$ cat src/hdl/pss_pkg.sv
/*
  Package for the correction-stage supply sequencer: timing constants,
  register offsets, field positions, state encoding and carrier structs.
  Assumes a 40 MHz hclk and an AHB-Lite register bus.
*/
package pss_pkg;

  // ----------------------------------------
  // timing
  // ----------------------------------------
  localparam int unsigned CLK_HZ = 40_000_000;
  localparam int unsigned STBY_QUAL_MS = 90;
  localparam int unsigned STBY_QUAL_CYC = STBY_QUAL_MS * (CLK_HZ / 1000);
  localparam int unsigned FAULT_DLY_MS = 10;
  localparam int unsigned FAULT_DLY_CYC = FAULT_DLY_MS * (CLK_HZ / 1000);
  localparam int unsigned CNT_W = 32;

  // ----------------------------------------
  // comparator references, millivolts
  // ----------------------------------------
  localparam logic [9:0] STBY_REF_MV = 10'd250;
  localparam logic [9:0] BO_REF_HI_MV = 10'd500;
  localparam logic [9:0] BO_REF_LO_MV = 10'd250;

  // ----------------------------------------
  // register map (byte addresses)
  // ----------------------------------------
  localparam logic [7:0] ADDR_CTRL = 8'h00;
  localparam logic [7:0] ADDR_STATUS = 8'h04;
  localparam logic [7:0] ADDR_IRQ_STAT = 8'h08;
  localparam logic [7:0] ADDR_IRQ_MASK = 8'h0C;
  localparam logic [7:0] ADDR_LEVELS = 8'h10;

  localparam int CTRL_ENABLE = 0;
  localparam logic [31:0] CTRL_RST = 32'h0000_0001;

  // status field positions
  localparam int ST_SWITCH = 0;
  localparam int ST_PULSE = 1;
  localparam int ST_STBY_REQ = 2;
  localparam int ST_BROWNOUT = 3;
  localparam int ST_QUAL_RUN = 4;
  localparam int ST_STATE_LSB = 8;

  // irq bit positions
  localparam int IRQ_W = 5;
  localparam int IRQ_STBY_CONF = 0;
  localparam int IRQ_STBY_EXIT = 1;
  localparam int IRQ_SHORT = 2;
  localparam int IRQ_UVLO = 3;
  localparam int IRQ_BROWNOUT = 4;

  // ----------------------------------------
  // sequencer states
  // ----------------------------------------
  typedef enum logic [2:0] {
    ST_OFF     = 3'b000,
    ST_STARTUP = 3'b001,
    ST_RUN     = 3'b010,
    ST_STANDBY = 3'b011,
    ST_HICCUP  = 3'b100
  } pss_state_e;

  // analog-side sense inputs, all asynchronous levels
  typedef struct packed {
    logic standby_cmp;
    logic bulk_ok;
    logic peak_limit_flag;
    logic short_circuit;
    logic supply_undervoltage;
  } pss_sense_s;

endpackage

$ cat src/hdl/pss_sequencer.sv
/*
  Correction-stage supply sequencer: drives the supply switch of the
  front-end correction stage from standby, peak-limit and fault levels, and
  gates driver pulses from brown-out, short-circuit and undervoltage sense levels.
  Assumes the sense inputs come from comparators outside this clock
  domain and that software is an AHB-Lite master on hclk.
*/
// Local design decisions: the AHB-Lite register port and the placing of the registers.
// Operation
// standby asserted when sense below 250 mV
// qualification timer starts on standby rise
// timer expiry with standby confirms, opens switch
// standby fall closes switch at once
// switch open during startup
// startup closes switch when peak flag drops
// switch never closes in short-circuit hiccup
// short-circuit delay, then stop pulses, hiccup
// undervoltage stops pulses, removes supply immediately
// brown-out stops pulses, switch open throughout
// brown-out reference drops 500 to 250 mV
// brown-out not latched, pulses resume
// after brown-out, clean startup before closing
// early standby fall abandons timer, switch stays
`timescale 1ns/1ps

module pss_sequencer #(
  parameter int unsigned STBY_QUAL_CYC = pss_pkg::STBY_QUAL_CYC, // qualification count
  parameter int unsigned FAULT_DLY_CYC = pss_pkg::FAULT_DLY_CYC  // short-circuit delay
) (
  input wire logic hclk, // 40 MHz clock
  input wire logic hresetn, // async reset, active low
  input wire logic hsel, // slave select
  input wire logic [31:0] haddr, // byte address
  input wire logic [1:0] htrans, // transfer type
  input wire logic hwrite, // write when high
  input wire logic [2:0] hsize, // transfer size
  input wire logic [31:0] hwdata, // write data
  input wire logic hready, // bus ready in
  output logic hreadyout, // slave ready
  output logic hresp, // always okay
  output logic [31:0] hrdata, // read data
  input wire pss_pkg::pss_sense_s sense, // comparator levels
  output logic correction_supply_switch, // switch closed when high
  output logic pulse_enable, // driver pulses allowed
  output logic bo_ref_low, // brown-out ref at 250 mV
  output logic irq // level interrupt
);

  // ----------------------------------------
  // input synchronisers
  // ----------------------------------------
  pss_pkg::pss_sense_s sync1;
  pss_pkg::pss_sense_s sync2;

  // two stages; only sync2 is looked at
  always_ff @(posedge hclk or negedge hresetn) begin
    if (!hresetn) begin
      sync1 <= '0;
      sync2 <= '0;
    end else begin
      sync1 <= sense;
      sync2 <= sync1;
    end
  end

  logic standby_request;
  logic brownout_detect;
  logic peak_limit_flag;
  logic supply_undervoltage;
  logic short_circuit;

  // standby comparator reads high when load level is below its reference; bulk_ok reads high when bulk is ok
  assign standby_request = sync2.standby_cmp;
  assign brownout_detect = ~sync2.bulk_ok;
  assign peak_limit_flag = sync2.peak_limit_flag;
  assign supply_undervoltage = sync2.supply_undervoltage;
  assign short_circuit = sync2.short_circuit;

  // ----------------------------------------
  // registers and bus
  // ----------------------------------------
  logic [31:0] ctrl;
  logic [pss_pkg::IRQ_W-1:0] irq_stat;
  logic [pss_pkg::IRQ_W-1:0] irq_mask;
  logic [pss_pkg::IRQ_W-1:0] irq_evt;
  logic ph_valid;
  logic ph_write;
  logic [7:0] ph_addr;
  logic enable;

  assign enable = ctrl[pss_pkg::CTRL_ENABLE];

  // write decode shared by every writable register
  function automatic logic reg_write_hit(input logic valid, input logic wr,
                                         input logic [7:0] a, input logic [7:0] target);
    return valid && wr && (a == target);
  endfunction

  // ----------------------------------------
  // sequencer state
  // ----------------------------------------
  pss_pkg::pss_state_e state;
  pss_pkg::pss_state_e next_state;
  logic [pss_pkg::CNT_W-1:0] qual_cnt;
  logic [pss_pkg::CNT_W-1:0] fault_cnt;
  logic qual_run;
  logic stby_prev;
  logic stby_rise;
  logic qual_done;
  logic fault_done;
  logic hard_stop;

  assign stby_rise = standby_request & ~stby_prev;
  assign qual_done = qual_run && (qual_cnt == pss_pkg::CNT_W'(STBY_QUAL_CYC - 1));
  assign fault_done = short_circuit && (fault_cnt == pss_pkg::CNT_W'(FAULT_DLY_CYC - 1));
  // undervoltage and brown-out act with no fault delay counter, only the synchroniser latency
  // enable low forces the same safe state as a hard fault
  assign hard_stop = supply_undervoltage | brownout_detect | ~enable;

  // standby edge tracker
  always_ff @(posedge hclk or negedge hresetn) begin
    if (!hresetn) begin
      stby_prev <= 1'b0;
    end else begin
      stby_prev <= standby_request;
    end
  end

  // qualification timer; restarts on every rise, dies on fall
  // a standby level already present on entry to run needs a fresh rise
  always_ff @(posedge hclk or negedge hresetn) begin
    if (!hresetn) begin
      qual_run <= 1'b0;
      qual_cnt <= '0;
    end else if (state != pss_pkg::ST_RUN || !standby_request) begin
      qual_run <= 1'b0;
      qual_cnt <= '0;
    end else if (stby_rise) begin
      qual_run <= 1'b1;
      qual_cnt <= '0;
    end else if (qual_done) begin
      qual_run <= 1'b0;
      qual_cnt <= '0;
    end else if (qual_run) begin
      qual_cnt <= qual_cnt + 1'b1;
    end
  end

  // short-circuit fault delay counter
  always_ff @(posedge hclk or negedge hresetn) begin
    if (!hresetn) begin
      fault_cnt <= '0;
    end else if (!short_circuit || state == pss_pkg::ST_HICCUP || hard_stop) begin
      fault_cnt <= '0;
    end else if (!fault_done) begin
      fault_cnt <= fault_cnt + 1'b1;
    end
  end

  // next-state decision; hard stops take priority
  always_comb begin
    next_state = state;
    if (hard_stop) begin
      next_state = pss_pkg::ST_OFF;
    end else begin
      case (state)
        pss_pkg::ST_OFF: begin
          next_state = pss_pkg::ST_STARTUP;
        end
        pss_pkg::ST_STARTUP: begin
          if (fault_done) begin
            next_state = pss_pkg::ST_HICCUP;
          end else if (!peak_limit_flag) begin
            next_state = pss_pkg::ST_RUN;
          end
        end
        pss_pkg::ST_RUN: begin
          if (fault_done) begin
            next_state = pss_pkg::ST_HICCUP;
          end else if (qual_done) begin
            next_state = pss_pkg::ST_STANDBY;
          end
        end
        pss_pkg::ST_STANDBY: begin
          if (fault_done) begin
            next_state = pss_pkg::ST_HICCUP;
          end else if (!standby_request) begin
            next_state = pss_pkg::ST_RUN;
          end
        end
        pss_pkg::ST_HICCUP: begin
          // restart attempt only once the short is gone
          if (!short_circuit) begin
            next_state = pss_pkg::ST_STARTUP;
          end
        end
        default: begin
          next_state = pss_pkg::ST_OFF;
        end
      endcase
    end
  end

  // state register
  always_ff @(posedge hclk or negedge hresetn) begin
    if (!hresetn) begin
      state <= pss_pkg::ST_OFF;
    end else begin
      state <= next_state;
    end
  end

  // outputs; switch only closed in run, so hiccup and startup keep it open
  always_ff @(posedge hclk or negedge hresetn) begin
    if (!hresetn) begin
      correction_supply_switch <= 1'b0;
      pulse_enable <= 1'b0;
    end else begin
      correction_supply_switch <= (next_state == pss_pkg::ST_RUN);
      pulse_enable <= (next_state == pss_pkg::ST_STARTUP) ||
                      (next_state == pss_pkg::ST_RUN) ||
                      (next_state == pss_pkg::ST_STANDBY);
    end
  end

  // brown-out hysteresis: lower reference once bulk is ok
  always_ff @(posedge hclk or negedge hresetn) begin
    if (!hresetn) begin
      bo_ref_low <= 1'b0;
    end else begin
      bo_ref_low <= ~brownout_detect;
    end
  end

  // ----------------------------------------
  // events
  // ----------------------------------------
  always_comb begin
    irq_evt = '0;
    irq_evt[pss_pkg::IRQ_STBY_CONF] = (state == pss_pkg::ST_RUN) &&
                                      (next_state == pss_pkg::ST_STANDBY);
    irq_evt[pss_pkg::IRQ_STBY_EXIT] = (state == pss_pkg::ST_STANDBY) &&
                                      (next_state == pss_pkg::ST_RUN);
    irq_evt[pss_pkg::IRQ_SHORT] = fault_done && (state != pss_pkg::ST_HICCUP) && !hard_stop;
    irq_evt[pss_pkg::IRQ_UVLO] = supply_undervoltage && (state != pss_pkg::ST_OFF);
    irq_evt[pss_pkg::IRQ_BROWNOUT] = brownout_detect && (state != pss_pkg::ST_OFF);
  end

  // ----------------------------------------
  // status image
  // ----------------------------------------
  logic [31:0] status_word;

  // built from named field positions so the map lives in one place
  always_comb begin
    status_word = '0;
    status_word[pss_pkg::ST_SWITCH] = correction_supply_switch;
    status_word[pss_pkg::ST_PULSE] = pulse_enable;
    status_word[pss_pkg::ST_STBY_REQ] = standby_request;
    status_word[pss_pkg::ST_BROWNOUT] = brownout_detect;
    status_word[pss_pkg::ST_QUAL_RUN] = qual_run;
    status_word[pss_pkg::ST_STATE_LSB +: $bits(pss_pkg::pss_state_e)] = state;
  end

  // ----------------------------------------
  // AHB-Lite slave, zero wait states
  // ----------------------------------------
  always_ff @(posedge hclk or negedge hresetn) begin
    if (!hresetn) begin
      ph_valid <= 1'b0;
      ph_write <= 1'b0;
      ph_addr <= '0;
    end else if (hready) begin
      ph_valid <= hsel && htrans[1];
      ph_write <= hwrite;
      ph_addr <= haddr[7:0];
    end
  end

  // hsize is not decoded: software must use whole-word transfers
  assign hreadyout = 1'b1;
  assign hresp = 1'b0;

  // control register
  always_ff @(posedge hclk or negedge hresetn) begin
    if (!hresetn) begin
      ctrl <= pss_pkg::CTRL_RST;
    end else if (reg_write_hit(ph_valid, ph_write, ph_addr, pss_pkg::ADDR_CTRL)) begin
      ctrl <= {31'h0000_0000, hwdata[pss_pkg::CTRL_ENABLE]};
    end
  end

  // mask register
  always_ff @(posedge hclk or negedge hresetn) begin
    if (!hresetn) begin
      irq_mask <= '0;
    end else if (reg_write_hit(ph_valid, ph_write, ph_addr, pss_pkg::ADDR_IRQ_MASK)) begin
      irq_mask <= hwdata[pss_pkg::IRQ_W-1:0];
    end
  end

  // sticky status, write one to clear; a new event beats the clear
  always_ff @(posedge hclk or negedge hresetn) begin
    if (!hresetn) begin
      irq_stat <= '0;
    end else if (reg_write_hit(ph_valid, ph_write, ph_addr, pss_pkg::ADDR_IRQ_STAT)) begin
      irq_stat <= (irq_stat & ~hwdata[pss_pkg::IRQ_W-1:0]) | irq_evt;
    end else begin
      irq_stat <= irq_stat | irq_evt;
    end
  end

  assign irq = |(irq_stat & irq_mask);

  // read mux, registered in the address phase; unmapped reads zero
  always_ff @(posedge hclk or negedge hresetn) begin
    if (!hresetn) begin
      hrdata <= '0;
    end else if (hready && hsel && htrans[1] && !hwrite) begin
      case (haddr[7:0])
        pss_pkg::ADDR_CTRL: begin
          hrdata <= ctrl;
        end
        pss_pkg::ADDR_STATUS: begin
          hrdata <= status_word;
        end
        pss_pkg::ADDR_IRQ_STAT: begin
          hrdata <= {27'h0000000, irq_stat};
        end
        pss_pkg::ADDR_IRQ_MASK: begin
          hrdata <= {27'h0000000, irq_mask};
        end
        pss_pkg::ADDR_LEVELS: begin
          hrdata <= {6'h00, bo_ref_low ? pss_pkg::BO_REF_LO_MV : pss_pkg::BO_REF_HI_MV,
                     6'h00, pss_pkg::STBY_REF_MV};
        end
        default: begin
          hrdata <= '0;
        end
      endcase
    end
  end

endmodule

$ cat config.mk
export PLATFORM = sky130hd
export DESIGN_NAME = pss_sequencer
export DESIGN_NICKNAME = d
export VERILOG_FILES = /design/src/hdl/pss_pkg.sv /design/src/hdl/pss_sequencer.sv
export SDC_FILE = /design/constraint.sdc
export NUM_CORES = 1
export LEC_CHECK = 0
export BUFFER_PORTS_ARGS = -buffer_cell sky130_fd_sc_hd__buf_2
export CAP_MARGIN = 15
export CORE_ASPECT_RATIO = 0.6
export CORE_MARGIN = 2
export CORE_UTILIZATION = 55
export CTS_CLUSTER_DIAMETER = 150
export DETAILED_ROUTE_END_ITERATION = 8
export GPL_ROUTABILITY_DRIVEN = 0
export PLACE_DENSITY = 0.83
export SYNTH_ARGS = -nofsm -noshare
export SYNTH_HDL_FRONTEND = slang
export SYNTH_SLANG_ARGS = --single-unit
$ cat constraint.sdc
create_clock -name hclk -period 2.3 [get_ports hclk]
set_clock_uncertainty 0.15 [all_clocks]
set_input_delay 0 -clock hclk [delete_from_list [all_inputs] [get_ports hclk]]
set_output_delay 0 -clock hclk [all_outputs]
set_load 0.02 [all_outputs]
==> summary.md <==
| Metric | Value |
|---|---|
| Diodes inserted | `0` |
| Synth cell types | `60` |
| CP Cell Sequence | `nor2_1 -> nand2_1 -> nand3_1 -> or4_1 -> nand2_1` |
| Die footprint | `0.0112 mm^2` |
| Top-area cell type share of the netlist area | `0.496` |
| R2R depth | `5` |
| Clk pwr share | `0.530` |
| Total power | `4.94 mW` |
| Flop pwr share | `0.420` |
| DR vias/cell | `6.10` |
| Comb power frac | `0.050` |
| Most frequent cells in the layout | `dfrtp_1 (113), nor2_1 (60), nand2_1 (60)` |
| Fill count | `663` |
| Mean area per synthesized cell | `10.2 um^2` |
| Largest area contributor in the netlist | `dfrtp_1` |
| Slew Limit Fails | `0` |
| First-pass GRT wire length | `25200 um` |
| Synth-to-Final Area Change | `23.5%` |
| Port bufs | `46` |
| Worst EP arrival | `2.45 ns` |
| Die height | `82.9 um` |
| Final routed DRC violation total | `0` |
| Levels on crit path | `5` |
| Crit-path slowest cell | `or4_1` |
| CTS H-tree lvls | `4` |
| CTS tree | `yes` |
| Critical Path Max Stage Delay | `0.64 ns` |
| #FFs+latches synth | `114` |
| WL final | `15300 um` |
| Cell mode on critical path | `nand2_1` |
| Sw Pwr | `1.16 mW` |
| Via count | `4899` |
| Mapped Area | `0.00571 mm^2` |
| Critical path fanouts, max | `11` |
| Hold WC Path Type | `in2reg` |
| Clk root buf | `clkbuf_16` |
| Power Density | `702 mW/mm^2` |
| Worst Hold Path Cells | `2` |
| Tcrit/Tclk final | `0.978` |
| Final min period | `2.25 ns` |
| Share of layout cells above drive strength 1 | `0.207` |
| YS warnings | `0` |
| Status | `finished, final reports clean` |
| Worst-path clk slew | `0.06 ns` |
| Cell family with most CP delay | `simple AND/OR/NAND/NOR gates` |
| CTS max path bufs | `2` |
| Die Span X | `135 um` |
| Initial antenna violation count | `0` |
| Met2 Resource Use GR | `0.441` |
| F_max | `445 MHz` |
| Global routing met1 resource utilization | `0.392` |
| Clock Latency Late Sink | `0.42 ns` |
| Antenna viol nets, final | `0` |
| Setup crit start kind | `flip-flop` |
| Wire per inst | `19.0 um` |
| Iter 0 DRT Violations | `514` |
| EDFF count, synth | `0` |
| Gr busiest metal | `met2` |
| Buf+Inv Stages, Crit Path | `0` |
| Area contributors post-synth | `dfrtp_1 (50%), xor2_1 (6.0%), nand2_1 (3.9%)` |
| Worst Hold Margin | `0.0695 ns` |
| Placement row count | `28` |
| DP HPWL | `9300 um` |
| Post-synth top flop | `dfrtp_1` |
| Largest net degree at the start of global routing | `39` |
| Dpl cell area | `0.00606 mm^2` |
| Mapped Cells | `561` |
| Fin. Hold Viols | `0` |
| Core Area | `0.00998 mm^2` |
| Max_slew headroom | `0.558` |
| Top-level I/O count | `117` |
| Vias in the first global route | `4836` |
| GRT Total Usage | `0.289` |
| Congestion Overflow GR | `0` |
| GR Util met3 | `0.0696` |
| Post-synthesis sequential area ratio | `0.500` |
| Starting Density | `0.571` |
| Max IR drop VDD | `0.583 mV` |
| Int Power | `3.79 mW` |
| Util after Layout | `0.706` |
| Final Setup Violations | `0` |
| Worst Path Required | `2.50 ns` |
| Setup TNS | `0 ns` |
| Fin area | `0.00705 mm^2` |
| Sw frac | `0.234` |
| Max-cap violation count | `0` |
| Total clock sinks | `114` |
| Nets@finish | `736` |
| DRT Pass-1 Iters | `6` |
| CTS Buf Count | `17` |
| Post-synth ARST share | `1.00` |
| Tightest Pin Transition | `0.664 ns` |
| Pleak | `3.11 nW` |
| WS Path Type | `reg2reg` |
| Commonest non-fill, non-tap cell in the layout | `dfrtp_1` |
| CP endpoint kind | `flip-flop` |
flip-flops by register name, summed over array words and instances, names as in the netlist, 3 cells and up:
signal / flops
qual_cnt: 32
irq_mask: 5
sync1: 5
fault_cnt: 32
ph_addr: 8
hrdata: 11
state: 3
irq_stat: 5
area by class of cell:
type	count	area, um^2	area share
clock buffer	18	439	0.0623
clock inverter	14	156	0.0222
inverter	11	41.3	0.00586
multi-input combinational	408	2620	0.372
sequential	114	2850	0.405
tap	135	169	0.0240
timing repair buffer	103	763	0.108
power by group through the flow:
stage	Combinational, mW	Clock, mW	Sequential [mW]
after detailed placement	0.179	0	2.11
after CTS	0.237	2.64	2.07
after floorplan	0.104	0	2.10
after global routing	0.270	2.75	2.08
after global placement	0.172	0	2.10
final	0.248	2.62	2.08
cell usage after synthesis (2+ instances only):
master	n
dfrtp_1	113
nand2_1	60
nor2_1	60
xor2_1	39
nand3_1	30
buf_4	26
nand4_1	23
o21ai_0	19
mux2_2	17
and3_1	13
a21oi_1	11
and4_1	11
inv_1	11
nor4_1	8
a22o_1	7
nand2b_1	7
xnor2_1	7
buf_2	6
clkbuf_1	6
nor3_1	6
or3_1	6
a22oi_1	5
or4_1	5
nor2b_1	4
o211ai_1	4
o21a_1	4
a211oi_2	3
a31oi_1	3
and2_1	3
nor3b_1	3
and3b_1	2
buf_1	2
conb_1	2
ha_1	2
mux2i_1	2
nand3_2	2
nand4b_1	2
nor2_2	2
nor4_4	2
nor4b_2	2
nor4bb_1	2
worst register-to-register path, delay by kind of cell, from the launching register on:
kind             cells  cell delay [ns]
flip-flops           1             0.56
AND/OR/NAND/NOR      5             1.47
metal layers:
metal | vias to the layer above | part of all wire
met5 | - | 0
li1 | 2141 | -
met3 | 74 | 0.091
met2 | 301 | 0.46
met1 | 2383 | 0.41
met4 | 0 | 0.039
final timing paths:
kind                            endpoint      from  slack (ns)
max                         fault_cnt[3]  state[0]        0.05
max in group asynchronous  fault_cnt[12]   hresetn        0.51
min                             sync1[3]  sense[3]        0.07
min reg2reg                short_circuit  sync1[1]        0.20
min in group asynchronous      hrdata[0]   hresetn        0.46
max reg2reg                 fault_cnt[3]  state[0]        0.05
timing repair:
action                                  CTS  global route
endpoints found under the hold margin   150             0
resized for setup                         0             5
hold buffers                             35             0
endpoints found under the setup margin    0            28
buffers inserted                          0             1
cell families (layout without fill, tap and decap cells):
kind of cell / count (synthesis) / after routing / share of synthesized area
AND/OR/NAND/NOR: 262 / 262 / 0.254
multiplexers: 20 / 20 / 0.0410
other: 2 / 15 / 0.00132
buffers and inverters: 52 / 146 / 0.0539
XOR/XNOR: 46 / 46 / 0.0706
flip-flops: 114 / 114 / 0.500
AO/OA/AOI/OAI: 63 / 63 / 0.0741
adder cells (fa/ha/maj): 2 / 2 / 0.00439
metrics by stage:
| step | std cells | setup WS (ns) |
|---|---|---|
| floorplan | 574 | 0.401 |
| global placement | 735 | 0.165 |
| detailed placement | 735 | 0.0816 |
| CTS | 802 | 0.00819 |
| global route | 803 | -0.00138 |
| finish | 803 | 0.0507 |
Note: power is estimated with default switching activity, not from simulation.
